### config.mk
export PLATFORM = sky130hd
export DESIGN_NAME = adcst_scan_controls
export DESIGN_NICKNAME = d
export VERILOG_FILES = /design/src/logic/adcst_pkg.sv /design/src/logic/adcst_scan_controls.sv
export SDC_FILE = /design/constraint.sdc
export NUM_CORES = 1
export LEC_CHECK = 0
export ABC_CLOCK_PERIOD_IN_PS = 3650
export BUFFER_PORTS_ARGS = -buffer_cell sky130_fd_sc_hd__buf_2
export CORE_MARGIN = 5
export CORE_UTILIZATION = 58
export DETAILED_ROUTE_END_ITERATION = 12
export PLACE_DENSITY = 0.93
export SLEW_MARGIN = 10
export SYNTH_ARGS = -nofsm -noshare
export SYNTH_HDL_FRONTEND = slang
export SYNTH_SLANG_ARGS = --single-unit
### constraint.sdc
create_clock -name ref_clk -period 3.65 [get_ports ref_clk]
set_clock_uncertainty 0.05 [all_clocks]
set_input_delay 0.73 -clock ref_clk [delete_from_list [all_inputs] [get_ports ref_clk]]
set_output_delay 0.73 -clock ref_clk [all_outputs]
set_load 0.02 [all_outputs]
### src/logic/adcst_pkg.sv
package adcst_pkg;
   // ---------------------------------------------------------------
   // Scan chain layout, bit 0 sits nearest the serial output
   // ---------------------------------------------------------------
   localparam int CHAIN_LEN = 28;
   localparam int DAC_W = 10;
   localparam int MUX_W = 8;
   localparam int POS_COMPARE = 0;
   localparam int POS_AMP_CLOCK = 1;
   localparam int POS_AMP_PATH = 2;
   localparam int POS_BG_COMP = 3;
   localparam int POS_CONV_POWER = 4;
   localparam int POS_AMP_POWER = 5;
   localparam int POS_DAC_LSB = 6;
   localparam int POS_BYPASS = 16;
   localparam int POS_GND = 17;
   localparam int POS_HOLD = 18;
   localparam int POS_IREF = 19;
   localparam int POS_MUX_LSB = 20;
   // Idle pattern: hold, bypass, DAC bit 9 and mux bit 0 high
   localparam logic [CHAIN_LEN-1:0] CHAIN_IDLE = 28'h0158000;

   // ---------------------------------------------------------------
   // Register map
   // ---------------------------------------------------------------
   localparam int ADDR_W = 12;
   localparam logic [ADDR_W-1:0] ADDR_CTRL = 12'h000;
   localparam logic [ADDR_W-1:0] ADDR_APPLIED = 12'h004;
   localparam logic [ADDR_W-1:0] ADDR_STATUS = 12'h008;
   localparam logic [ADDR_W-1:0] ADDR_SHIFT = 12'h00C;
   localparam int CTRL_ENABLE_BIT = 0;
   localparam logic CTRL_ENABLE_RESET = 1'b1;
   localparam int STAT_COMP_BIT = 0;
   localparam int STAT_CAPT_BIT = 1;
endpackage

### src/logic/adcst_scan_controls.sv
// Added by the designer: the address map and the APB slave port.
`timescale 1ns/100ps
module adcst_scan_controls #(
   parameter int SYNC_STAGES = 2
) (
   input wire logic ref_clk, // System clock, 20 MHz
   input wire logic rst_n, // Async reset, active low
   input wire logic tckPin, // Test clock from tester
   input wire logic tdiPin, // Serial data in
   input wire logic captureDrPin, // TAP in capture-DR with this chain selected
   input wire logic shiftDrPin, // TAP in shift-DR with this chain selected
   input wire logic updateDrPin, // TAP in update-DR with this chain selected
   output logic tdoPin, // Serial data out
   input wire logic comparatorIn, // Comparator result from analog side
   output logic ampClock, // Switched-cap amplifier clock
   output logic amplifier_path_enable, // Amplifier to comparator path
   output logic bandgap_to_comparator_enable, // Bandgap onto negative input
   output logic converter_power_enable, // Converter power on
   output logic amplifier_power_enable, // Amplifier power on
   output logic [adcst_pkg::DAC_W-1:0] dacCode, // DAC code, bit 9 MSB
   output logic bypass_channel_select, // Channels 0-3 bypass amplifier
   output logic negative_input_ground_enable, // Ground negative input
   output logic sampleHold, // Low samples, high holds
   output logic internal_reference_enable, // Bandgap as DAC reference
   output logic [adcst_pkg::MUX_W-1:0] inputMuxSelect, // Input mux, bit 0 is input_mux_select_bit0
   input wire logic psel, // APB select
   input wire logic penable, // APB enable
   input wire logic pwrite, // APB write
   input wire logic [adcst_pkg::ADDR_W-1:0] paddr, // APB byte address
   input wire logic [31:0] pwdata, // APB write data
   output logic [31:0] prdata, // APB read data
   output logic pready, // APB ready
   output logic pslverr // APB error
);
   import adcst_pkg::*;

   // ---------------------------------------------------------------
   // Elaboration checks
   // ---------------------------------------------------------------
   if (SYNC_STAGES < 2) begin : g_syncCheck
      $error("SYNC_STAGES must be at least 2");
   end
   if (CHAIN_LEN < POS_MUX_LSB + MUX_W) begin : g_chainCheck
      $error("Scan chain too short for its cells");
   end

   // ---------------------------------------------------------------
   // Pin synchronisers
   // ---------------------------------------------------------------
   localparam int NSYNC = 6;
   logic [NSYNC-1:0] syncR [SYNC_STAGES];
   logic [NSYNC-1:0] pinsNow;
   logic tckPrev_r;
   logic tckRise, tckFall;
   logic tdiS, captureS, shiftS, updateS, compS;

   always_ff @(posedge ref_clk or negedge rst_n) begin
      if (!rst_n) begin
         for (int i = 0; i < SYNC_STAGES; i++) begin
            syncR[i] <= '0;
         end
      end else begin
         syncR[0] <= {comparatorIn, updateDrPin, shiftDrPin, captureDrPin, tdiPin, tckPin};
         for (int i = 1; i < SYNC_STAGES; i++) begin
            syncR[i] <= syncR[i-1];
         end
      end
   end

   assign pinsNow = syncR[SYNC_STAGES-1];
   assign tdiS = pinsNow[1];
   assign captureS = pinsNow[2];
   assign shiftS = pinsNow[3];
   assign updateS = pinsNow[4];
   assign compS = pinsNow[5];

   always_ff @(posedge ref_clk or negedge rst_n) begin
      if (!rst_n) begin
         tckPrev_r <= 1'b0;
      end else begin
         tckPrev_r <= pinsNow[0];
      end
   end

   assign tckRise = pinsNow[0] & ~tckPrev_r;
   assign tckFall = ~pinsNow[0] & tckPrev_r;

   // ---------------------------------------------------------------
   // Shift stage, update latches and serial output
   // ---------------------------------------------------------------
   logic [CHAIN_LEN-1:0] shift_r;
   logic [CHAIN_LEN-1:0] applied_r;
   logic compCapt_r;
   logic tdo_r;
   logic ctrlEnable_r;

   // Observe cell takes the live comparator; control cells reflect what is applied
   always_ff @(posedge ref_clk or negedge rst_n) begin
      if (!rst_n) begin
         shift_r <= CHAIN_IDLE;
         compCapt_r <= 1'b0;
      end else if (tckRise && captureS) begin
         shift_r <= {applied_r[CHAIN_LEN-1:1], compS};
         compCapt_r <= compS;
      end else if (tckRise && shiftS) begin
         shift_r <= {tdiS, shift_r[CHAIN_LEN-1:1]};
      end
   end

   // Latches change only on update, so shifting never disturbs the converter
   always_ff @(posedge ref_clk or negedge rst_n) begin
      if (!rst_n) begin
         applied_r <= CHAIN_IDLE;
      end else if (tckFall && updateS) begin
         applied_r <= {shift_r[CHAIN_LEN-1:1], 1'b0};
      end
   end

   // Output changes on falling test clock, tester samples on rising
   always_ff @(posedge ref_clk or negedge rst_n) begin
      if (!rst_n) begin
         tdo_r <= 1'b0;
      end else if (tckFall) begin
         tdo_r <= shift_r[0];
      end
   end

   assign tdoPin = tdo_r;

   // ---------------------------------------------------------------
   // Analog control outputs
   // ---------------------------------------------------------------
   logic [CHAIN_LEN-1:0] driveVec;

   // Software disable parks every control at its safe idle value
   assign driveVec = ctrlEnable_r ? applied_r : CHAIN_IDLE;

   // Amplifier clock only moves as fast as the tester toggles its cell
   always_ff @(posedge ref_clk or negedge rst_n) begin
      if (!rst_n) begin
         ampClock <= CHAIN_IDLE[POS_AMP_CLOCK];
      end else begin
         ampClock <= driveVec[POS_AMP_CLOCK];
      end
   end

   // Amplifier output onto the comparator
   always_ff @(posedge ref_clk or negedge rst_n) begin
      if (!rst_n) begin
         amplifier_path_enable <= CHAIN_IDLE[POS_AMP_PATH];
      end else begin
         amplifier_path_enable <= driveVec[POS_AMP_PATH];
      end
   end

   // Bandgap onto the negative input; contention is the tester's to avoid
   always_ff @(posedge ref_clk or negedge rst_n) begin
      if (!rst_n) begin
         bandgap_to_comparator_enable <= CHAIN_IDLE[POS_BG_COMP];
      end else begin
         bandgap_to_comparator_enable <= driveVec[POS_BG_COMP];
      end
   end

   // Converter power
   always_ff @(posedge ref_clk or negedge rst_n) begin
      if (!rst_n) begin
         converter_power_enable <= CHAIN_IDLE[POS_CONV_POWER];
      end else begin
         converter_power_enable <= driveVec[POS_CONV_POWER];
      end
   end

   // Amplifier power
   always_ff @(posedge ref_clk or negedge rst_n) begin
      if (!rst_n) begin
         amplifier_power_enable <= CHAIN_IDLE[POS_AMP_POWER];
      end else begin
         amplifier_power_enable <= driveVec[POS_AMP_POWER];
      end
   end

   // DAC code moves as one word, never bit by bit
   always_ff @(posedge ref_clk or negedge rst_n) begin
      if (!rst_n) begin
         dacCode <= CHAIN_IDLE[POS_DAC_LSB +: DAC_W];
      end else begin
         dacCode <= driveVec[POS_DAC_LSB +: DAC_W];
      end
   end

   // Channel bypass around the amplifier
   always_ff @(posedge ref_clk or negedge rst_n) begin
      if (!rst_n) begin
         bypass_channel_select <= CHAIN_IDLE[POS_BYPASS];
      end else begin
         bypass_channel_select <= driveVec[POS_BYPASS];
      end
   end

   // Negative input to ground
   always_ff @(posedge ref_clk or negedge rst_n) begin
      if (!rst_n) begin
         negative_input_ground_enable <= CHAIN_IDLE[POS_GND];
      end else begin
         negative_input_ground_enable <= driveVec[POS_GND];
      end
   end

   // Hold idles high so reset never leaves the converter tracking
   always_ff @(posedge ref_clk or negedge rst_n) begin
      if (!rst_n) begin
         sampleHold <= CHAIN_IDLE[POS_HOLD];
      end else begin
         sampleHold <= driveVec[POS_HOLD];
      end
   end

   // Bandgap as DAC reference
   always_ff @(posedge ref_clk or negedge rst_n) begin
      if (!rst_n) begin
         internal_reference_enable <= CHAIN_IDLE[POS_IREF];
      end else begin
         internal_reference_enable <= driveVec[POS_IREF];
      end
   end

   // Input mux select
   always_ff @(posedge ref_clk or negedge rst_n) begin
      if (!rst_n) begin
         inputMuxSelect <= CHAIN_IDLE[POS_MUX_LSB +: MUX_W];
      end else begin
         inputMuxSelect <= driveVec[POS_MUX_LSB +: MUX_W];
      end
   end

   // ---------------------------------------------------------------
   // APB slave
   // ---------------------------------------------------------------
   // Register select, shared by the write and read decoders
   function automatic logic regHit(input logic [ADDR_W-1:0] addr, input logic [ADDR_W-1:0] regAddr);
      return addr == regAddr;
   endfunction

   logic setupPhase, accessDone;
   logic [31:0] rdata_r;
   logic err_r;

   assign setupPhase = psel & ~penable;
   assign accessDone = psel & penable;

   always_ff @(posedge ref_clk or negedge rst_n) begin
      if (!rst_n) begin
         ctrlEnable_r <= CTRL_ENABLE_RESET;
      end else if (accessDone && pwrite && regHit(paddr, ADDR_CTRL)) begin
         ctrlEnable_r <= pwdata[CTRL_ENABLE_BIT];
      end
   end

   // Read data is prepared during setup so the access phase needs no wait
   always_ff @(posedge ref_clk or negedge rst_n) begin
      if (!rst_n) begin
         rdata_r <= '0;
         err_r <= 1'b0;
      end else if (setupPhase) begin
         rdata_r <= '0;
         err_r <= 1'b0;
         if (regHit(paddr, ADDR_CTRL)) begin
            rdata_r[CTRL_ENABLE_BIT] <= ctrlEnable_r;
         end else if (regHit(paddr, ADDR_APPLIED)) begin
            rdata_r[CHAIN_LEN-1:0] <= applied_r;
         end else if (regHit(paddr, ADDR_STATUS)) begin
            rdata_r[STAT_COMP_BIT] <= compS;
            rdata_r[STAT_CAPT_BIT] <= compCapt_r;
         end else if (regHit(paddr, ADDR_SHIFT)) begin
            rdata_r[CHAIN_LEN-1:0] <= shift_r;
         end else begin
            err_r <= 1'b1;
         end
      end
   end

   assign pready = 1'b1;
   assign prdata = rdata_r;
   assign pslverr = err_r & accessDone;
endmodule // adcst_scan_controls

==> impl_metrics.yaml, run 1 <==
power_and_ir_drop:
  p_leak_nw: 3.13
  vdd_ir_drop_max_uv: 441
  total_power_mw: 4.37
  power_density_nw_per_um2: 703
cts:
  hold_buffers: 0
  postCtsSetupBuffers: 0
  cts_max_level: 4
  clock_latency_ns: 0.51
  clockRootBuffer: "clkbuf_8"
  clk_pin_slew_worst_paths_ns: 0.06
  cts_tree: "done"
  cts.repair.resized: 0
  clockBufferDepth: 2
  cts.sinks: 127
  cts_buffers: 17
detailed_routing:
  ant_nets: 0
  firstDrtPassIters: 6
  drc_errors: 0
  detail_route.wl_per_cell_um: 18.2
  wl_um: 11000
  vias: 3326
  via_per_inst: 5.52
  drt_iter0_markers: 161
final_layout:
  layout.cells.non_filler: 602
  area_growth_pct: 19.6
  diodes: 0
  postLayoutCoreUtil_pct: 71.3
  nets: 536
  layout_common_cells: "dfrtp_1, buf_2, mux2i_1"
  layout-drive-gt1-share_pct: 36.4
  nFillCells: 555
  final_common_cell: "dfrtp_1"
critical_path:
  crit_path_end_kind: "flip-flop"
  slowest_stage: "nand3b_1"
  worstPathRequired_ns: 3.97
  cp-start-kind: "flip-flop"
  crit_chain: "nand3b_1 > buf_4 > nor2_1 > a21oi_1"
  worstPathArrival_ns: 2.58
  critPathMaxStageDelay_ns: 0.86
  crit_type: "reg2reg"
  crit_fanout: 30
  rr_worst_depth: 4
sta:
  fin_setup_tns_ns: 0
  fin_crit_ns: 2.25
  setup_viol: 0
  layout_worst_path_cycle_share_pct: 61.7
  rsz0062_at_grt: "no"
  max_slew.worst_pin.slew_ns: 1.19
  finalHoldViolations: 0
  slew_violations: 0
  fmax_ghz: 0.444
  max-slew-margin-rel_pct: 21.0
global_route:
  grt_usage_pct: 20.7
  grt_max_degree: 66
  antenna_found_initial: 0
  grt-ovfl-total: 0
  grt_pass1_vias: 3537
  grt_pass1_wl_um: 17900
synth:
  synth_top_area_share_pct: 54.9
  syn_area_per_cell_um2: 12.9
  yosys.area.top_type: "dfrtp_1"
  synth_area_um2: 5200
  synth_area_leaders: "dfrtp_1, mux2i_1, mux2_2"
  synth-seq-cells: 127
  ys_seq_area_share_pct: 61.4
  synthDistinctLibCells: 27
  yosysWarnings: 0
  syn_inst: 403
place:
  dp_hpwl_um: 6630
  place.gp.congestion: 0.763
  port_buffers: 80
  place_inst: 570
die:
  start_util_pct: 59.6
  die_area_um2: 11000
  ioPinCount: 117
  fp.coreArea_um2: 8720
  die_y_um: 105
  die_w_um: 105
  rows: 34
job:
  maxCapViolations: 0
status:
  outcome: "complete, no violations"
min_path:
  hold_class: "in2async"
cell usage after synthesis:
cell,instances
conb_1,2
nand4_1,2
buf_4,9
dfstp_2,13
nand3b_1,3
buf_6,4
nor4_4,2
mux2i_1,55
nand4_4,1
o21ai_0,8
buf_2,6
dfrtp_1,114
clkbuf_1,9
nor2_1,30
and2_1,23
nand2_1,29
nand2b_1,6
o21a_1,1
and3_1,1
o21ai_2,20
a22oi_1,1
nor4bb_1,1
a21oi_1,28
nor3b_1,1
and3b_1,1
nor2b_1,1
mux2_2,32
final cells by class:
class                           count  area [um2]  share of cell area [%]
Clock buffer                       26         498                    8.01
Clock inverter                      6         105                    1.69
Multi-Input combinational cell    251        1840                    29.6
Sequential cell                   127        3190                    51.4
Tap cell                          108         135                    2.17
Timing Repair Buffer               84         445                    7.16
where the power goes:
part	internal, mW	total, mW	switching, mW	leakage [nW]
combinational	0.319	0.610	0.291	1.29
clock	1.13	1.71	0.577	0.299
sequential	1.74	2.06	0.315	1.54
total	3.19	4.37	1.18	3.13
worst max-delay path: cells and delay by family (launching register included):
kind                   cells  cell delay [ns]
AND/OR/NAND/NOR            2             1.03
buffers and inverters      1             0.56
flip-flops                 1             0.40
AO/OA/AOI/OAI              1             0.07
kinds of logic (layout without fill, tap and decap cells):
family	after synthesis	in the layout	synth area share, %
AOI/OAI and AO/OA	58	58	7.12
buffers and inverters	28	116	3.39
DFF	127	127	61.4
muxes	87	87	17.5
and+or+nand+nor	101	101	10.4
other	2	5	0.144
flip-flops by register name, summed over array words and instances, names as in the netlist, 6 cells and up:
register	count
applied_r	27
dacCode	10
inputMuxSelect	8
pinsNow	6
prdata	28
shift_r	28
syncR	6
metal layers:
metal	global-route usage [%]	routed length, um
met4	8.31	198
met1	25.7	4530
met3	6.72	669
met2	33.8	5580
met5	0	0
through the flow:
stage | hold WS, ns | setup slack [ns] | cell area, um2
after floorplan | 0.281 | 1.89 | 5210
after global placement | 0.282 | 1.42 | 5620
after detailed placement | 0.285 | 1.29 | 5620
after CTS | 0.252 | 1.40 | 6220
after global routing | 0.243 | 1.29 | 6220
final | 0.243 | 1.40 | 6220
path summary, 6_finish.rpt:
| path | to | startpoint | slack, ns |
|---|---|---|---|
| max in group asynchronous | shift_r[15] | rst_n | 2.43 |
| worst max-delay path | shift_r[2] | tckPrev_r | 1.40 |
| min in group ref_clk | syncR[10] | updateDrPin | 0.27 |
| worst min-delay path | applied_r[22] | rst_n | 0.24 |
| worst min register to register | pinsNow[5] | syncR[11] | 0.30 |
| worst max register to register | shift_r[2] | tckPrev_r | 1.40 |
No activity file was read; power rests on OpenSTA's default activity.
==> run 2: changes to the inputs <==
--- a/config.mk
+++ b/config.mk
@@ -5,12 +5,12 @@
 export SDC_FILE = /design/constraint.sdc
 export NUM_CORES = 1
 export LEC_CHECK = 0
-export ABC_CLOCK_PERIOD_IN_PS = 3650
+export ABC_CLOCK_PERIOD_IN_PS = 2000
 export BUFFER_PORTS_ARGS = -buffer_cell sky130_fd_sc_hd__buf_2
 export CORE_MARGIN = 5
-export CORE_UTILIZATION = 58
+export CORE_UTILIZATION = 48
 export DETAILED_ROUTE_END_ITERATION = 12
-export PLACE_DENSITY = 0.93
+export PLACE_DENSITY = 0.83
 export SLEW_MARGIN = 10
 export SYNTH_ARGS = -nofsm -noshare
 export SYNTH_HDL_FRONTEND = slang
==> constraint.sdc (replaced) <==
create_clock -name ref_clk -period 2 [get_ports ref_clk]
set_clock_uncertainty 0.05 [all_clocks]
set_input_delay 0.4 -clock ref_clk [delete_from_list [all_inputs] [get_ports ref_clk]]
set_output_delay 0.4 -clock ref_clk [all_outputs]
set_load 0.02 [all_outputs]
==> run 2 against run 1 <==
Clock-buffer cell count fell by 7. Global-route usage fell by 3.4 points. Via count fell by 1.0%. Sequential share of layout area fell by 0.93 points. Die area rose by 19%.
==> impl_metrics.yaml, run 2 (synthesized netlist as in run 1, its figures left out) <==
status:
  outcome: "complete, no violations"
sta:
  layout_worst_path_cycle_share_pct: 83.9
  max_slew.worst_pin.slew_ns: 0.508
  holdWs_ns: 0.0739
  fmax_ghz: 0.596
  rsz0062_at_grt: "no"
  finalHoldViolations: 0
  slew_violations: 0
  fin_setup_tns_ns: 0
  fin_crit_ns: 1.68
  max-slew-margin-rel_pct: 66.1
  setup_viol: 0
place:
  place.gp.congestion: 0.757
  place_inst: 610
  dp_hpwl_um: 6680
  port_buffers: 80
global_route:
  grt_pass1_wl_um: 17600
  grt_usage_pct: 17.3
  grt_pass1_vias: 3622
  antenna_found_initial: 0
  grt_max_degree: 41
  grt-ovfl-total: 0
critical_path:
  crit_buf_inv: 1
  critPathMaxStageDelay_ns: 0.39
  cp-start-kind: "flip-flop"
  crit_path_end_kind: "output port"
  crit_type: "reg2out"
  ff2ff_setup_slack_ns: 0.53
  crit_fanout: 2
  cpLargestDelayFamily: "flip-flops"
  slowest_stage: "dfrtp_1"
  crit_chain: "and3_1 > buf_2"
  worstPathRequired_ns: 1.55
  worstPathArrival_ns: 1.23
die:
  start_util_pct: 48.4
  rows: 38
  die_area_um2: 13000
  ioPinCount: 117
  fp.coreArea_um2: 10700
  die_w_um: 114
  die_y_um: 114
final_layout:
  final_common_cell: "dfrtp_1"
  area_growth_pct: 21.8
  diodes: 0
  nets: 551
  postLayoutCoreUtil_pct: 58.9
  layout_common_cells: "dfrtp_1, buf_2, mux2i_1"
  layout-drive-gt1-share_pct: 37.5
  layout.cells.non_filler: 649
power_and_ir_drop:
  vdd_ir_drop_max_uv: 529
  power_density_nw_per_um2: 1190
  total_power_mw: 7.53
  p_leak_nw: 3.15
min_path:
  hold_class: "in2reg"
cts:
  clk_pin_slew_worst_paths_ns: 0.06
  cts_buffers: 17
  postCtsSetupBuffers: 0
  cts_tree: "done"
  clockBufferDepth: 2
  clockRootBuffer: "clkbuf_8"
  cts.repair.resized: 0
  cts.sinks: 127
  clock_latency_ns: 0.51
  cts_max_level: 4
detailed_routing:
  drc_errors: 0
  detail_route.wl_per_cell_um: 16.1
  firstDrtPassIters: 4
  ant_nets: 0
  wl_um: 10500
  via_per_inst: 5.07
  vias: 3292
  drt_iter0_markers: 124
job:
  maxCapViolations: 0
[run 2: cell types whose count changed in the layout (fill, tap and decap cells not counted), moves of 4 or more]
cell	previous run	this run
buf_4	4	10
clkbuf_8	6	2
clkinvlp_4	0	6
dlygate4sd3_1	0	7
[run 2: repair_timing]
item / 4_1_cts / 5_1_grt
endpoints found under the setup margin: 0 / 0
hold endpoints to repair: 33 / 0
hold buffers: 7 / 0
[run 2: cell type report]
| class | count | area (um2) |
|---|---|---|
| Sequential cell | 127 | 3190 |
| Multi-Input combinational cell | 251 | 1840 |
| Clock inverter | 13 | 91.3 |
| Clock buffer | 19 | 432 |
| Fill cell | 904 | 4410 |
| Tap cell | 140 | 175 |
| Timing Repair Buffer | 99 | 601 |
[run 2: path summary, 6_finish.rpt]
check | startpoint | to | cells past startpoint
min in group asynchronous | rst_n | syncR[9] | 2
hold reg to reg | syncR[11] | pinsNow[5] | 0
setup / recovery | err_r | pslverr | 2
max in group asynchronous | rst_n | applied_r[18] | 3
setup reg to reg | pinsNow[0] | applied_r[26] | 3
hold / removal | pwdata[0] | ctrlEnable_r | 2
[run 2: stage by stage]
stage | cell area (um2) | setup slack, ns
finish | 6330 | 0.323
global route | 6330 | 0.272
CTS | 6330 | 0.296
detailed placement | 5740 | 0.295
global placement | 5740 | 0.377
floorplan | 5210 | 0.660
[run 2: per-layer routing]
layer | up-vias | track usage (%) | share of wire [%]
met5 | - | 0 | 0
met4 | 0 | 6.33 | 1.4
met3 | 13 | 4.76 | 4.2
met2 | 72 | 30.4 | 52
met1 | 1654 | 20.2 | 42
li1 | 1553 | - | -
[run 2: report_power, final]
part	total [mW]	internal, mW	switching (mW)
logic	1.11	0.603	0.510
registers	3.73	3.18	0.554
clock network	2.68	1.55	1.13
total	7.53	5.33	2.19
